File: config.mk
export PLATFORM = sky130hd
export DESIGN_NAME = mic_irq_ctrl
export DESIGN_NICKNAME = d
export VERILOG_FILES = /design/src/rtl/mic_pkg.sv /design/src/rtl/mic_irq_ctrl.sv /design/src/rtl/mic_pin_sync.sv
export SDC_FILE = /design/constraint.sdc
export NUM_CORES = 1
export LEC_CHECK = 0
export BUFFER_PORTS_ARGS = -buffer_cell sky130_fd_sc_hd__buf_2
export CAP_MARGIN = 10
export CORE_AREA = 2 2 76 96
export CTS_CLUSTER_DIAMETER = 100
export DETAILED_ROUTE_END_ITERATION = 8
export DIE_AREA = 0 0 78 98
export PLACE_DENSITY = 0.8
export SYNTH_ARGS = -nofsm -noshare
export SYNTH_HDL_FRONTEND = slang
export SYNTH_SLANG_ARGS = --single-unit
export TNS_END_PERCENT = 1
File: constraint.sdc
create_clock -name sys_clk -period 3.1 [get_ports sys_clk]
set_input_delay 0.465 -clock sys_clk [delete_from_list [all_inputs] [get_ports sys_clk]]
set_output_delay 0.465 -clock sys_clk [all_outputs]
set_load 0.02 [all_outputs]
File: src/rtl/mic_pkg.sv
// Constants, register map and types of the interrupt controller
//
// Overview of operation
// - Eight sources, each with its own flag bit and its own enable bit.
// - A flag sets on its event regardless of its enable or the global enable.
// - Global enable at control bit 7 passes unmasked requests, blocks all when clear.
// - Global enable plus any core flag with its enable set, or peripheral flag with its enable and group enable set, takes the interrupt at once.
// - Every reset clears the global enable.
// - Taking an interrupt clears global enable, pushes return address, loads 0004h.
// - The return-from-interrupt instruction sets the global enable again.
// - Peripheral flags and enables sit in two register pairs, gated by group enable.
// - Pin and port-change latency is fixed, independent of instruction length.
// - External pin is edge triggered; option bit 6 picks rising or falling.
// - A valid external edge sets the external flag at control bit 1.
// - Clearing control bit 4 disables the external pin interrupt.
// - An enabled pending request wakes from sleep; global enable decides vectoring.
// - Timer-zero wrap FFh to 00h sets control bit 2; enable at bit 5.
// - A change on port B bits 7..4 sets control bit 0, gated by its enable.
// - Entry saves only the return program counter, nothing else.
// - Wake-up by interrupt with global enable set loads the vector 0004h.
package mic_pkg;
    // ------------------------------------------------------------------
    // Widths
    // ------------------------------------------------------------------
    localparam int ADDR_W = 4;
    localparam int DATA_W = 8;
    localparam int PC_W = 13;
    localparam int PA_W = 4;
    localparam int PB_W = 1;
    localparam int PORT_CHG_W = 4;
    localparam int EVT_W = 2;

    // ------------------------------------------------------------------
    // Register offsets
    // ------------------------------------------------------------------
    localparam logic [ADDR_W-1:0] ADDR_CTRL = 4'h0;
    localparam logic [ADDR_W-1:0] ADDR_OPTION = 4'h1;
    localparam logic [ADDR_W-1:0] ADDR_PFA = 4'h2;
    localparam logic [ADDR_W-1:0] ADDR_PFB = 4'h3;
    localparam logic [ADDR_W-1:0] ADDR_PEA = 4'h4;
    localparam logic [ADDR_W-1:0] ADDR_PEB = 4'h5;
    localparam logic [ADDR_W-1:0] ADDR_EVT = 4'h6;
    localparam logic [ADDR_W-1:0] ADDR_EVT_MASK = 4'h7;

    // ------------------------------------------------------------------
    // Control register fields
    // ------------------------------------------------------------------
    localparam int CTRL_GLB_EN = 7;
    localparam int CTRL_GRP_EN = 6;
    localparam int CTRL_TMR_EN = 5;
    localparam int CTRL_EXT_EN = 4;
    localparam int CTRL_CHG_EN = 3;
    localparam int CTRL_TMR_FLG = 2;
    localparam int CTRL_EXT_FLG = 1;
    localparam int CTRL_CHG_FLG = 0;
    localparam int OPT_EDGE_SEL = 6;

    // Event status fields
    localparam int EVT_TAKEN = 0;
    localparam int EVT_WAKE = 1;

    // ------------------------------------------------------------------
    // Reset values and fixed numbers
    // ------------------------------------------------------------------
    localparam logic [DATA_W-1:0] CTRL_RST = 8'h00;
    localparam logic [DATA_W-1:0] OPTION_RST = 8'hff;
    localparam logic [PA_W-1:0] PFA_RST = 4'h0;
    localparam logic [PB_W-1:0] PFB_RST = 1'h0;
    localparam logic [EVT_W-1:0] EVT_RST = 2'h0;
    localparam logic [PC_W-1:0] PC_RST = 13'h0000;
    localparam logic [PC_W-1:0] IRQ_VECTOR = 13'h0004;
    localparam logic [DATA_W-1:0] T0_TOP = 8'hff;
    localparam logic [DATA_W-1:0] T0_BOTTOM = 8'h00;

    typedef enum logic [1:0] {
        ST_RUN,
        ST_SLEEP,
        ST_WOKE
    } mic_state_t;
endpackage

File: src/rtl/mic_irq_ctrl.sv
// Interrupt controller: flags, enables, vectoring and wake-up from sleep
//
// Chosen here: the register addresses and the strobed register port.
`timescale 1ns/1ps
module mic_irq_ctrl (
    // Clock and reset
    input wire logic sys_clk,
    input wire logic rst,
    // Register port
    input wire logic [mic_pkg::ADDR_W-1:0] reg_addr,
    input wire logic [mic_pkg::DATA_W-1:0] reg_wdata,
    input wire logic reg_wr,
    input wire logic reg_rd,
    output logic [mic_pkg::DATA_W-1:0] reg_rdata,
    // Event sources
    input wire logic ext_irq_pin,
    input wire logic [mic_pkg::PORT_CHG_W-1:0] port_b_pins,
    input wire logic [mic_pkg::DATA_W-1:0] timer_zero_count,
    input wire logic [mic_pkg::PA_W-1:0] periph_req_a,
    input wire logic [mic_pkg::PB_W-1:0] periph_req_b,
    // Core sequencer
    input wire logic [mic_pkg::PC_W-1:0] cpu_pc,
    input wire logic return_from_irq_instr,
    input wire logic sleep_active,
    output logic pc_load,
    output logic [mic_pkg::PC_W-1:0] pc_load_value,
    output logic stack_push,
    output logic [mic_pkg::PC_W-1:0] stack_push_data,
    output logic wake_up,
    output logic global_irq_enable,
    // Interrupt to software
    output logic irq
);
    import mic_pkg::*;

    // ------------------------------------------------------------------
    // State
    // ------------------------------------------------------------------
    logic [DATA_W-1:0] ctrl_reg;
    logic [DATA_W-1:0] ctrl_next;
    logic [DATA_W-1:0] option_reg;
    logic [PA_W-1:0] periph_flag_reg_a;
    logic [PB_W-1:0] periph_flag_reg_b;
    logic [PA_W-1:0] periph_enable_reg_a;
    logic [PB_W-1:0] periph_enable_reg_b;
    logic [EVT_W-1:0] evt_reg;
    logic [EVT_W-1:0] evt_next;
    logic [EVT_W-1:0] evt_mask_reg;
    logic [DATA_W-1:0] t0_prev_reg;
    logic [DATA_W-1:0] rdata_reg;
    logic pc_load_reg;
    logic [PC_W-1:0] pc_load_value_reg;
    logic stack_push_reg;
    logic [PC_W-1:0] stack_push_data_reg;
    logic wake_reg;
    logic irq_reg;
    mic_state_t state_reg;
    mic_state_t state_next;

    // ------------------------------------------------------------------
    // Register decode
    // ------------------------------------------------------------------
    wire wr_ctrl = reg_wr && (reg_addr == ADDR_CTRL);
    wire wr_option = reg_wr && (reg_addr == ADDR_OPTION);
    wire wr_pfa = reg_wr && (reg_addr == ADDR_PFA);
    wire wr_pfb = reg_wr && (reg_addr == ADDR_PFB);
    wire wr_pea = reg_wr && (reg_addr == ADDR_PEA);
    wire wr_peb = reg_wr && (reg_addr == ADDR_PEB);
    wire wr_evt = reg_wr && (reg_addr == ADDR_EVT);
    wire wr_evt_mask = reg_wr && (reg_addr == ADDR_EVT_MASK);

    // ------------------------------------------------------------------
    // Event detection
    // ------------------------------------------------------------------
    logic ext_rise;
    logic ext_fall;
    logic [PORT_CHG_W-1:0] pb_rise;
    logic [PORT_CHG_W-1:0] pb_fall;

    // Fixed three-stage path, so latency never depends on the instruction
    mic_pin_sync u_ext_sync (
        .sys_clk(sys_clk),
        .rst(rst),
        .pin_in(ext_irq_pin),
        .level(),
        .rise(ext_rise),
        .fall(ext_fall)
    );

    genvar gi;
    generate
        for (gi = 0; gi < PORT_CHG_W; gi++) begin : g_pb_sync
            mic_pin_sync u_pb_sync (
                .sys_clk(sys_clk),
                .rst(rst),
                .pin_in(port_b_pins[gi]),
                .level(),
                .rise(pb_rise[gi]),
                .fall(pb_fall[gi])
            );
        end
    endgenerate

    wire edge_sel = option_reg[OPT_EDGE_SEL];
    wire ext_edge = edge_sel ? ext_rise : ext_fall;
    wire port_chg = |(pb_rise | pb_fall);
    wire t0_wrap = (t0_prev_reg == T0_TOP) && (timer_zero_count == T0_BOTTOM);

    // ------------------------------------------------------------------
    // Pending and take
    // ------------------------------------------------------------------
    wire core_pend = (ctrl_reg[CTRL_TMR_FLG] && ctrl_reg[CTRL_TMR_EN])
        || (ctrl_reg[CTRL_EXT_FLG] && ctrl_reg[CTRL_EXT_EN])
        || (ctrl_reg[CTRL_CHG_FLG] && ctrl_reg[CTRL_CHG_EN]);
    wire periph_pend = ctrl_reg[CTRL_GRP_EN]
        && (|(periph_flag_reg_a & periph_enable_reg_a)
        || |(periph_flag_reg_b & periph_enable_reg_b));
    wire any_pend = core_pend || periph_pend;
    // Vectoring waits until the core has left sleep, so the wake path runs first
    wire take = ctrl_reg[CTRL_GLB_EN] && any_pend && (state_reg == ST_RUN)
        && !sleep_active;
    wire wake_now = (state_reg == ST_SLEEP) && any_pend;

    // ------------------------------------------------------------------
    // Control register next value
    // ------------------------------------------------------------------
    wire [DATA_W-1:0] ctrl_wval = wr_ctrl ? reg_wdata : ctrl_reg;

    // Events OR in after the write, so a set in the clearing cycle is kept
    always_comb begin
        ctrl_next = ctrl_wval;
        ctrl_next[CTRL_TMR_FLG] = ctrl_wval[CTRL_TMR_FLG] || t0_wrap;
        ctrl_next[CTRL_EXT_FLG] = ctrl_wval[CTRL_EXT_FLG] || ext_edge;
        ctrl_next[CTRL_CHG_FLG] = ctrl_wval[CTRL_CHG_FLG] || port_chg;
        if (take) begin
            ctrl_next[CTRL_GLB_EN] = 1'b0;
        end else if (return_from_irq_instr) begin
            ctrl_next[CTRL_GLB_EN] = 1'b1;
        end
    end

    wire [PA_W-1:0] pfa_next = (wr_pfa ? reg_wdata[PA_W-1:0] : periph_flag_reg_a)
        | periph_req_a;
    wire [PB_W-1:0] pfb_next = (wr_pfb ? reg_wdata[PB_W-1:0] : periph_flag_reg_b)
        | periph_req_b;

    // Sticky event status, write one to clear, set wins
    wire [EVT_W-1:0] evt_clr = wr_evt ? reg_wdata[EVT_W-1:0] : {EVT_W{1'b0}};
    wire [EVT_W-1:0] evt_set = {wake_now, take};
    wire [EVT_W-1:0] evt_mask_next = wr_evt_mask ? reg_wdata[EVT_W-1:0] : evt_mask_reg;
    assign evt_next = (evt_reg & ~evt_clr) | evt_set;

    // ------------------------------------------------------------------
    // Sleep state machine
    // ------------------------------------------------------------------
    always_comb begin
        state_next = state_reg;
        case (state_reg)
            ST_RUN: begin
                if (sleep_active) begin
                    state_next = ST_SLEEP;
                end
            end
            ST_SLEEP: begin
                if (any_pend) begin
                    state_next = ST_WOKE;
                end
            end
            ST_WOKE: begin
                if (!sleep_active) begin
                    state_next = ST_RUN;
                end
            end
            default: begin
                state_next = ST_RUN;
            end
        endcase
    end

    // ------------------------------------------------------------------
    // Read path
    // ------------------------------------------------------------------
    wire [DATA_W-1:0] rd_mux =
        (reg_addr == ADDR_CTRL) ? ctrl_reg :
        (reg_addr == ADDR_OPTION) ? option_reg :
        (reg_addr == ADDR_PFA) ? {{(DATA_W-PA_W){1'b0}}, periph_flag_reg_a} :
        (reg_addr == ADDR_PFB) ? {{(DATA_W-PB_W){1'b0}}, periph_flag_reg_b} :
        (reg_addr == ADDR_PEA) ? {{(DATA_W-PA_W){1'b0}}, periph_enable_reg_a} :
        (reg_addr == ADDR_PEB) ? {{(DATA_W-PB_W){1'b0}}, periph_enable_reg_b} :
        (reg_addr == ADDR_EVT) ? {{(DATA_W-EVT_W){1'b0}}, evt_reg} :
        (reg_addr == ADDR_EVT_MASK) ? {{(DATA_W-EVT_W){1'b0}}, evt_mask_reg} :
        {DATA_W{1'b0}};

    // ------------------------------------------------------------------
    // Registers
    // ------------------------------------------------------------------
    always_ff @(posedge sys_clk) begin
        if (rst) begin
            ctrl_reg <= CTRL_RST;
            option_reg <= OPTION_RST;
            periph_flag_reg_a <= PFA_RST;
            periph_flag_reg_b <= PFB_RST;
            periph_enable_reg_a <= PFA_RST;
            periph_enable_reg_b <= PFB_RST;
            evt_reg <= EVT_RST;
            evt_mask_reg <= EVT_RST;
            t0_prev_reg <= T0_BOTTOM;
            state_reg <= ST_RUN;
        end else begin
            ctrl_reg <= ctrl_next;
            option_reg <= wr_option ? reg_wdata : option_reg;
            periph_flag_reg_a <= pfa_next;
            periph_flag_reg_b <= pfb_next;
            periph_enable_reg_a <= wr_pea ? reg_wdata[PA_W-1:0] : periph_enable_reg_a;
            periph_enable_reg_b <= wr_peb ? reg_wdata[PB_W-1:0] : periph_enable_reg_b;
            evt_reg <= evt_next;
            evt_mask_reg <= evt_mask_next;
            t0_prev_reg <= timer_zero_count;
            state_reg <= state_next;
        end
    end

    // Outputs toward the core; only the return address is saved
    always_ff @(posedge sys_clk) begin
        if (rst) begin
            pc_load_reg <= 1'b0;
            pc_load_value_reg <= PC_RST;
            stack_push_reg <= 1'b0;
            stack_push_data_reg <= PC_RST;
            wake_reg <= 1'b0;
            irq_reg <= 1'b0;
            rdata_reg <= {DATA_W{1'b0}};
        end else begin
            pc_load_reg <= take;
            pc_load_value_reg <= take ? IRQ_VECTOR : pc_load_value_reg;
            stack_push_reg <= take;
            stack_push_data_reg <= take ? cpu_pc : stack_push_data_reg;
            wake_reg <= wake_now;
            irq_reg <= |(evt_next & evt_mask_next);
            rdata_reg <= reg_rd ? rd_mux : {DATA_W{1'b0}};
        end
    end

    assign reg_rdata = rdata_reg;
    assign pc_load = pc_load_reg;
    assign pc_load_value = pc_load_value_reg;
    assign stack_push = stack_push_reg;
    assign stack_push_data = stack_push_data_reg;
    assign wake_up = wake_reg;
    assign global_irq_enable = ctrl_reg[CTRL_GLB_EN];
    assign irq = irq_reg;
endmodule

File: src/rtl/mic_pin_sync.sv
// Three-stage pin synchroniser with edge detection
`timescale 1ns/1ps
module mic_pin_sync (
    // Clock and reset
    input wire logic sys_clk,
    input wire logic rst,
    // Pin side
    input wire logic pin_in,
    // Filtered level and edges
    output logic level,
    output logic rise,
    output logic fall
);
    logic ff1_reg;
    logic ff2_reg;
    logic ff3_reg;
    logic level_reg;
    logic primed_reg;
    // Ones shift in as the stages fill with real pin samples
    logic [2:0] fill_reg;
    wire agree = (ff2_reg == ff3_reg);
    // The first stable value after reset is taken as the start level, not an edge
    wire changed = agree && primed_reg && (ff3_reg != level_reg);

    always_ff @(posedge sys_clk) begin
        if (rst) begin
            ff1_reg <= 1'b0;
            ff2_reg <= 1'b0;
            ff3_reg <= 1'b0;
            level_reg <= 1'b0;
            primed_reg <= 1'b0;
            fill_reg <= 3'h0;
        end else begin
            ff1_reg <= pin_in;
            ff2_reg <= ff1_reg;
            ff3_reg <= ff2_reg;
            fill_reg <= {fill_reg[1:0], 1'b1};
            if (agree && fill_reg[2]) begin
                level_reg <= ff3_reg;
                primed_reg <= 1'b1;
            end
        end
    end

    assign level = level_reg;
    assign rise = changed && ff3_reg;
    assign fall = changed && !ff3_reg;
endmodule

Word-level counts from Yosys, hierarchy flattened
Index checks and enable logic that the tools add are counted.
{"block": "op_classes", "muxes": 24, "n_mul": 0, "add_sub_neg": 0, "eq_ne": 23, "n_bitwise": 10, "n_shift": 0, "n_lt_le_gt_ge": 0, "div": 0, "reduce_logical": 65}
{"cell": "logical AND 1 bit", "count": 42}
{"cell": "two-way mux 8 bit", "count": 3}
{"cell": "== test 4 x 3 -> 1 bit, second input constant", "count": 4}
{"cell": "two-way mux 2 bit", "count": 8}
{"cell": "two-way mux 4 bit", "count": 4}
{"cell": "== test 4 x 2 -> 1 bit, second input constant", "count": 2}
{"cell": "== test 8 bit, second input constant", "count": 1}
{"cell": "logical NOT 8 bit", "count": 1}
{"cell": "two-way mux 1 bit", "count": 8}
{"cell": "OR 4 bit", "count": 2}
{"cell": "OR reduction 4 bit", "count": 2}
{"cell": "logical OR 1 bit", "count": 7}
{"cell": "logical NOT 1 bit", "count": 6}
{"cell": "!= test 2 bit, second input constant", "count": 3}
{"cell": "case mux 2 bit (3 select lines)", "count": 1}
{"cell": "OR reduction 2 bit", "count": 3}
{"cell": "== test 1 bit", "count": 5}
{"cell": "!= test 1 bit", "count": 5}
{"cell": "AND 2 bit", "count": 2}
{"cell": "AND 4 bit", "count": 1}
{"cell": "== test 4 x 1 -> 1 bit, second input constant", "count": 1}
{"cell": "logical NOT 4 bit", "count": 1}
{"cell": "AND reduction 3 bit", "count": 1}
{"cell": "== test 2 x 1 -> 1 bit, second input constant", "count": 1}
{"cell": "other kinds (8)", "count": 8}
{"block": "totals", "ramBits": 0, "latchBits": 0, "memories": 0, "rom_bits": 0, "wordCells": 175, "reg_bits": 105, "in_bits": 49, "output_inout_bits": 39}

Longest topological paths before layout
Gate-level depths: netlist of run 1.
{"block": "depth", "word_depth": 11, "depth_mapped": 6, "depth_no_buf": 4}

By module
Synthesis of run 1 repeated with hierarchy kept, for this count alone.
{"block": "unflattened", "hier_cells": 413, "area_unflattened_um2": 4085.2}
{"module": "mic_irq_ctrl", "seq_area_each_um2": 1301.2, "cells_each": 288, "n_inst": 1, "area_per_inst_um2": 2708.8}
{"module": "mic_pin_sync", "seq_area_each_um2": 160.2, "cells_each": 25, "n_inst": 5, "area_per_inst_um2": 275.3}

Least setup slack after synthesis of run 1
OpenSTA, ideal clock, no wires.
{"block": "synth_path", "path_kind": "input-to-reg", "from": "input port reg_addr[0] in the netlist's numbering", "to": "register ctrl_reg[7]", "cell_stages": 6, "setup_ns": 0.088, "arrival_time_ns": 1.624, "setup_slack_ns": 1.387, "t_required_ns": 3.012, "n_path_buf": 2, "cell_sequence": "buf_2 nor4_2 and2_1 clkbuf_1 nand2_1 a311oi_2"}
{"block": "synth_via", "elab_chain_cells": 3}
{"element": "from (decl)", "line": "mic_irq_ctrl.sv:10", "source": "input wire logic [mic_pkg::ADDR_W-1:0] reg_addr,"}
{"element": "logical NOT 4 bit", "line": "mic_irq_ctrl.sv:63", "source": "wire wr_ctrl = reg_wr && (reg_addr == ADDR_CTRL);"}
{"element": "logical AND 1 bit", "line": "mic_irq_ctrl.sv:63"}
{"element": "nonzero test 2 bit (no source line)"}
{"element": "to (signal assigned)", "line": "mic_irq_ctrl.sv:210", "source": "ctrl_reg <= ctrl_next;"}
{"element": "to (decl)", "line": "mic_irq_ctrl.sv:39", "source": "logic [DATA_W-1:0] ctrl_reg;"}
Every way passes these cells.
A chain may end at the register's enable or synchronous reset.

Worst setup path after layout of run 1
{"block": "layout_path", "from": "register periph_flag_reg_a[2]", "to": "register pc_load_value_reg[2] (netlist: pc_load_value[2])"}
{"block": "layout_via", "elab_chain_cells": 8}
{"element": "from (decl)", "line": "mic_irq_ctrl.sv:42", "source": "logic [PA_W-1:0] periph_flag_reg_a;"}
{"element": "from (signal assigned)", "line": "mic_irq_ctrl.sv:212", "source": "periph_flag_reg_a <= pfa_next;"}
{"element": "AND 4 bit", "line": "mic_irq_ctrl.sv:116", "source": "&& (|(periph_flag_reg_a & periph_enable_reg_a)"}
{"element": "OR reduction 4 bit", "line": "mic_irq_ctrl.sv:116"}
{"element": "logical OR 1 bit", "line": "mic_irq_ctrl.sv:117", "source": "|| |(periph_flag_reg_b & periph_enable_reg_b));"}
{"element": "logical AND 1 bit", "line": "mic_irq_ctrl.sv:116"}
{"element": "logical OR 1 bit", "line": "mic_irq_ctrl.sv:118", "source": "wire any_pend = core_pend || periph_pend;"}
{"element": "logical AND 1 bit (2 in series)", "line": "mic_irq_ctrl.sv:120", "source": "wire take = ctrl_reg[CTRL_GLB_EN] && any_pend && (state_reg == ST_RUN)"}
{"element": "logical AND 1 bit", "line": "mic_irq_ctrl.sv:121", "source": "&& !sleep_active;"}
{"element": "to (signal assigned)", "line": "mic_irq_ctrl.sv:235", "source": "pc_load_value_reg <= take ? IRQ_VECTOR : pc_load_value_reg;"}
{"element": "to (decl)", "line": "mic_irq_ctrl.sv:52", "source": "logic [PC_W-1:0] pc_load_value_reg;"}
Every way passes these cells.

==> impl_metrics.json, run 1 <==
{
  "ys_async_sr_fraction_pct": 0,
  "hold_slack_ns": 0.317,
  "ys_ff_latch": 93,
  "synthTopCellsByCount": "dfxtp_1, nand2_1, nor2b_1, a21oi_1, mux2i_1",
  "stdcell_area_um2": 4360,
  "status": "completed",
  "gr-total-overflow": 0,
  "hold_buffers": 0,
  "path_cells": "a222oi_1 > a21o_1 > a21oi_2 > buf_4 > o21a_1",
  "nFillCells": 617,
  "yosysWarnings": 0,
  "final_antenna_net_count": 0,
  "synthToLayoutAreaGrowth_pct": 15.7,
  "post_cts_resize_count": 0,
  "cts_setup_buffers": 0,
  "core_um2": 6810,
  "drv_slew": 0,
  "n_antenna_cell": 0,
  "route.detailed.drc": 0,
  "cts_root_buf": "clkbuf_8",
  "drive_above_1_share_pct": 20.3,
  "period_minus_slack_ns": 1.76,
  "rows": 34,
  "crit_type": "reg2reg",
  "synthesis.area_um2": 3770,
  "yosysSeqAreaShare_pct": 49.4,
  "p_leak_nw": 1.88,
  "yosysTopAreaCellShare_pct": 49.4,
  "drt_iter0_markers": 209,
  "synth.most_common_cell": "dfxtp_1",
  "fin_nets": 532,
  "place.port_buffers": 75,
  "relSlewSlack_pct": 36.9,
  "place_hpwl_mm": 5.81,
  "cts_tree": "done",
  "multi_input_area_um2": 1720,
  "totalPowerFinal_w": 0.00231,
  "timing.setup.tns_ns": 0,
  "synth_area_per_cell_um2": 9.06,
  "synth_ff_type": "dfxtp_1",
  "synth_cells": 416,
  "grt_pass1_vias": 2967,
  "clk_pin_slew_ns": 0.09,
  "track_usage_pct": 21.7,
  "synth_top_area_cell": "dfxtp_1",
  "cts_buffers": 9,
  "ir_drop_mv": 0.303,
  "p_per_area_nw_per_um2": 529,
  "slowest_delay_ns": 0.52,
  "fin_skew_ns": 0.0123,
  "fp.dieW_um": 78,
  "cp_slowest_cell": "a222oi_1",
  "cp_top_family": "compound AO/OA/AOI/OAI gates",
  "firstDrtPassIters": 4,
  "fmax_mhz": 567,
  "start_kind": "register",
  "setup_viol": 0,
  "endpoint_kind": "register",
  "totalWireLength_mm": 8.01,
  "post-route-period-util_pct": 56.9,
  "die_y_um": 98,
  "viasPerCell": 5.32,
  "die-area_um2": 7640,
  "seq_area_um2": 1860,
  "hold_violations": 0,
  "rsz0062_at_grt": "false",
  "io_pins": 88,
  "path_buf_inv": 1,
  "clockBufferDepth": 2,
  "insertion_delay_ns": 0.36,
  "required_ns": 3.35,
  "dp.cells": 562,
  "worstPathArrival_ns": 2.01,
  "place_area_um2": 4140,
  "yosysUniqueCellTypes": 49,
  "tightest_slew_ns": 0.941,
  "drv_cap": 0,
  "htreeDepth": 3,
  "start_util_pct": 55.4,
  "instances_no_fill": 577,
  "grt_first_pass_wirelength_mm": 13.2,
  "worst-path-max-fanout": 15,
  "min_path_type": "in2reg",
  "synth_area_leaders": "dfxtp_1, mux2i_1, nand2_1",
  "vias": 3072,
  "place.gp.congestion": 0.932,
  "synth_edf_count": 0,
  "grt_max_degree": 63,
  "wl_per_cell_um": 13.9,
  "largest_reg_flops": 13,
  "clock_sinks": 93,
  "antenna_found_initial": 0
}
-- final cells by class --
class / instances / share of cell area, %
clock buffers: 10 / 3.16
well taps: 90 / 2.58
repair buffers: 79 / 9.29
multi-input cells: 290 / 39.5
flip-flops and latches: 93 / 42.7
clock inverters: 5 / 1.92
inverters: 10 / 0.861
-- worst reg2reg max path: stages, from the launching register on --
cell,delay (ns)
dfxtp_1,0.34
a222oi_1,0.53
a21o_1,0.29
a21oi_2,0.07
buf_4,0.23
o21a_1,0.20
-- path summary, 6_finish.rpt --
kind | start | to | slack (ns) | cells past startpoint
worst max-delay path | periph_flag_reg_a[2] | pc_load_value[2] | 1.34 | 5
worst min-delay path | port_b_pins[0] | g_pb_sync[0].u_pb_sync.ff1_reg | 0.32 | 2
worst max register to register | periph_flag_reg_a[2] | pc_load_value[2] | 1.34 | 5
worst min register to register | g_pb_sync[1].u_pb_sync.ff1_reg | g_pb_sync[1].u_pb_sync.ff2_reg | 0.44 | 1
-- placed cells by master (no fill, tap or decap), drive strengths merged, types with 12 or more instances in the layout --
| cell | synthesis | final |
|---|---|---|
| nor2b | 30 | 30 |
| nand3 | 21 | 21 |
| buf | 17 | 79 |
| a21oi | 29 | 29 |
| conb | 1 | 12 |
| o21ai | 13 | 13 |
| nor2 | 19 | 19 |
| dfxtp | 93 | 93 |
| mux2i | 28 | 28 |
| nand2 | 66 | 66 |
-- through the flow --
stage | util [%] | worst slack, ns
floorplan | - | 1.39
global placement | 60.8 | 1.28
detailed placement | 60.8 | 1.23
CTS | 64.1 | 1.32
global route | 64.1 | 1.23
finish | 64.1 | 1.34
-- metal layers --
| layer | vias to the layer above | global-route usage (%) | wire [µm] |
|---|---|---|---|
| li1 | 1540 | - | - |
| met1 | 1423 | 24.9 | 3280 |
| met2 | 91 | 37.9 | 4150 |
| met3 | 18 | 4.25 | 365 |
| met4 | 0 | 11.5 | 212 |
| met5 | - | 0 | 0 |
-- power breakdown --
group / internal (W) / leakage, nW / switching (W)
logic: 0.0000696 / 1.01 / 0.000100
registers: 0.00123 / 0.759 / 0.0000236
clock network: 0.000474 / 0.105 / 0.000415
total: 0.00177 / 1.88 / 0.000539
-- logic make-up (layout without fill, tap and decap cells) --
logic type / after synthesis / after routing / share of synthesized area (%)
xor gates and xnor gates: 5 / 5 / 1.16
muxes: 29 / 29 / 8.03
DFF: 93 / 93 / 49.4
and+or+nand+nor: 166 / 166 / 22.0
buffers and inverters: 44 / 104 / 5.98
other: 1 / 12 / 0.0995
AOI/OAI and AO/OA: 78 / 78 / 13.3
No activity file was read; power rests on OpenSTA's default activity.
==> run 2, diff against run 1 <==
--- a/config.mk
+++ b/config.mk
@@ -7,11 +7,11 @@
 export LEC_CHECK = 0
 export BUFFER_PORTS_ARGS = -buffer_cell sky130_fd_sc_hd__buf_2
 export CAP_MARGIN = 10
-export CORE_AREA = 2 2 76 96
+export CORE_AREA = 2 2 83 105
 export CTS_CLUSTER_DIAMETER = 100
 export DETAILED_ROUTE_END_ITERATION = 8
-export DIE_AREA = 0 0 78 98
-export PLACE_DENSITY = 0.8
+export DIE_AREA = 0 0 85 107
+export PLACE_DENSITY = 0.7
 export SYNTH_ARGS = -nofsm -noshare
 export SYNTH_HDL_FRONTEND = slang
 export SYNTH_SLANG_ARGS = --single-unit
==> constraint.sdc (replaced) <==
create_clock -name sys_clk -period 1.46 [get_ports sys_clk]
set_input_delay 0.219 -clock sys_clk [delete_from_list [all_inputs] [get_ports sys_clk]]
set_output_delay 0.219 -clock sys_clk [all_outputs]
set_load 0.02 [all_outputs]
==> impl_metrics.json, run 2 (synthesized netlist as in run 1, its figures left out) <==
{
  "largest_reg_flops": 13,
  "grt_first_pass_wirelength_mm": 14.1,
  "final_common_cell": "dfxtp_1",
  "totalWireLength_mm": 8.91,
  "htreeDepth": 3,
  "post-route-period-util_pct": 109,
  "synthToLayoutAreaGrowth_pct": 26.0,
  "hold_buffers": 0,
  "firstDrtPassIters": 4,
  "insertion_delay_ns": 0.36,
  "final_antenna_net_count": 0,
  "worst-path-max-fanout": 6,
  "route.detailed.drc": 0,
  "timing.setup.tns_ns": -1.45,
  "cts_tree": "done",
  "drive_above_1_share_pct": 27.4,
  "final_cell_mix": "dfxtp_1, buf_2, nand2_1",
  "hold_slack_ns": 0.0650,
  "fin_nets": 574,
  "status": "complete, but fails checks",
  "violations": "negative setup slack",
  "clockBufferDepth": 2,
  "rsz0062_at_grt": "true",
  "r2r_slack_ns": -0.13,
  "rows": 37,
  "drv_cap": 0,
  "crit_type": "reg2reg",
  "vias": 3265,
  "multi_input_area_um2": 1750,
  "cts_buffers": 9,
  "grt_pass1_vias": 3109,
  "drv_slew": 0,
  "p_per_area_nw_per_um2": 1030,
  "place_hpwl_mm": 6.47,
  "place.gp.congestion": 0.839,
  "core_um2": 8100,
  "min_path_type": "in2reg",
  "clock_sinks": 93,
  "hold_violations": 0,
  "period_minus_slack_ns": 1.59,
  "nFillCells": 713,
  "fin_skew_ns": 0.0127,
  "start_util_pct": 46.5,
  "required_ns": 1.75,
  "wl_per_cell_um": 14.2,
  "endpoint_kind": "register",
  "setup_ws_ns": -0.127,
  "ir_drop_mv": 0.563,
  "place.port_buffers": 75,
  "fp.dieW_um": 85,
  "antenna_found_initial": 0,
  "track_usage_pct": 19.8,
  "n_antenna_cell": 0,
  "die-area_um2": 9100,
  "io_pins": 88,
  "start_kind": "register",
  "p_leak_nw": 2.10,
  "drt_iter0_markers": 221,
  "clk_pin_slew_ns": 0.09,
  "worstPathArrival_ns": 1.88,
  "die_y_um": 107,
  "gr-total-overflow": 0,
  "cts_root_buf": "clkbuf_8",
  "setup_viol": 18,
  "seq_area_um2": 1870,
  "fmax_mhz": 630,
  "grt_max_degree": 37,
  "viasPerCell": 5.21
}
run 2: changes by cell type in the layout (fill, tap and decap cells not counted), moves of 2 or more:
cell and delta:
dfxtp_1 -3, buf_12 +3, a21oi_4 +2, o21ai_1 +2
buf_6 +2, dfxtp_2 +3, clkinvlp_4 -2, clkinv_4 +3
o21ai_0 -2, buf_4 +36
run 2: report_power, final:
group          switching [W]  internal [W]  leakage, nW
Clock               0.000887      0.000895        0.107
Combinational       0.000246      0.000206         1.24
Sequential         0.0000367       0.00260        0.760
Total                0.00117       0.00370         2.10
run 2: final cells by class:
cell class	instances	share of cell area, %
Clock buffer	12	3.27
Inverter	10	0.791
Tap cell	97	2.56
Sequential cell	93	39.3
Multi-Input combinational cell	291	36.9
Clock inverter	4	1.19
Timing Repair Buffer	120	16.0
run 2: critical path: stages (launching register included):
cell and delay (ns):
dfxtp_2 0.33, a222oi_1 0.44, buf_4 0.20, a21o_4 0.17, a21oi_4 0.07, buf_6 0.14, mux2i_1 0.16
run 2: final timing paths:
check / from / end / depth (start not counted)
setup / recovery: periph_enable_reg_a[2] / stack_push_data[1] / 6
hold / removal: port_b_pins[1] / g_pb_sync[1].u_pb_sync.ff1_reg / 2
setup reg to reg: periph_enable_reg_a[2] / stack_push_data[1] / 6
hold reg to reg: g_pb_sync[3].u_pb_sync.ff1_reg / g_pb_sync[3].u_pb_sync.ff2_reg / 1
run 2: timing repair:
action,4_1_cts,5_1_grt
setup endpoints to repair,21,21
pin swaps,7,2
buffers inserted,2,0
gates resized for setup,8,0
gates cloned,1,0
run 2: routing by layer:
metal / vias to the layer above / track usage (%) / share of wire (%)
met3: 24 / 3.08 / 3.3
met5: - / 0 / 0
li1: 1633 / - / -
met4: 0 / 11.3 / 2.8
met1: 1533 / 22.4 / 41
met2: 75 / 34.9 / 53
run 2: stage by stage:
| step | std cells | setup WS [ns] | total power [W] | utilization [%] | cell area [µm²] |
|---|---|---|---|---|---|
| 5_1_grt | 627 | -0.167 | 0.00507 | 58.6 | 4750 |
| 3_5_place_dp | 608 | -0.295 | 0.00315 | 55.4 | 4490 |
| 3_3_place_gp | 608 | -0.237 | 0.00314 | 55.4 | 4490 |
| 2_1_floorplan | 427 | -0.113 | 0.00296 | - | 3820 |
| 6_report | 627 | -0.127 | 0.00487 | 58.6 | 4750 |
| 4_1_cts | 627 | -0.117 | 0.00491 | 58.6 | 4750 |
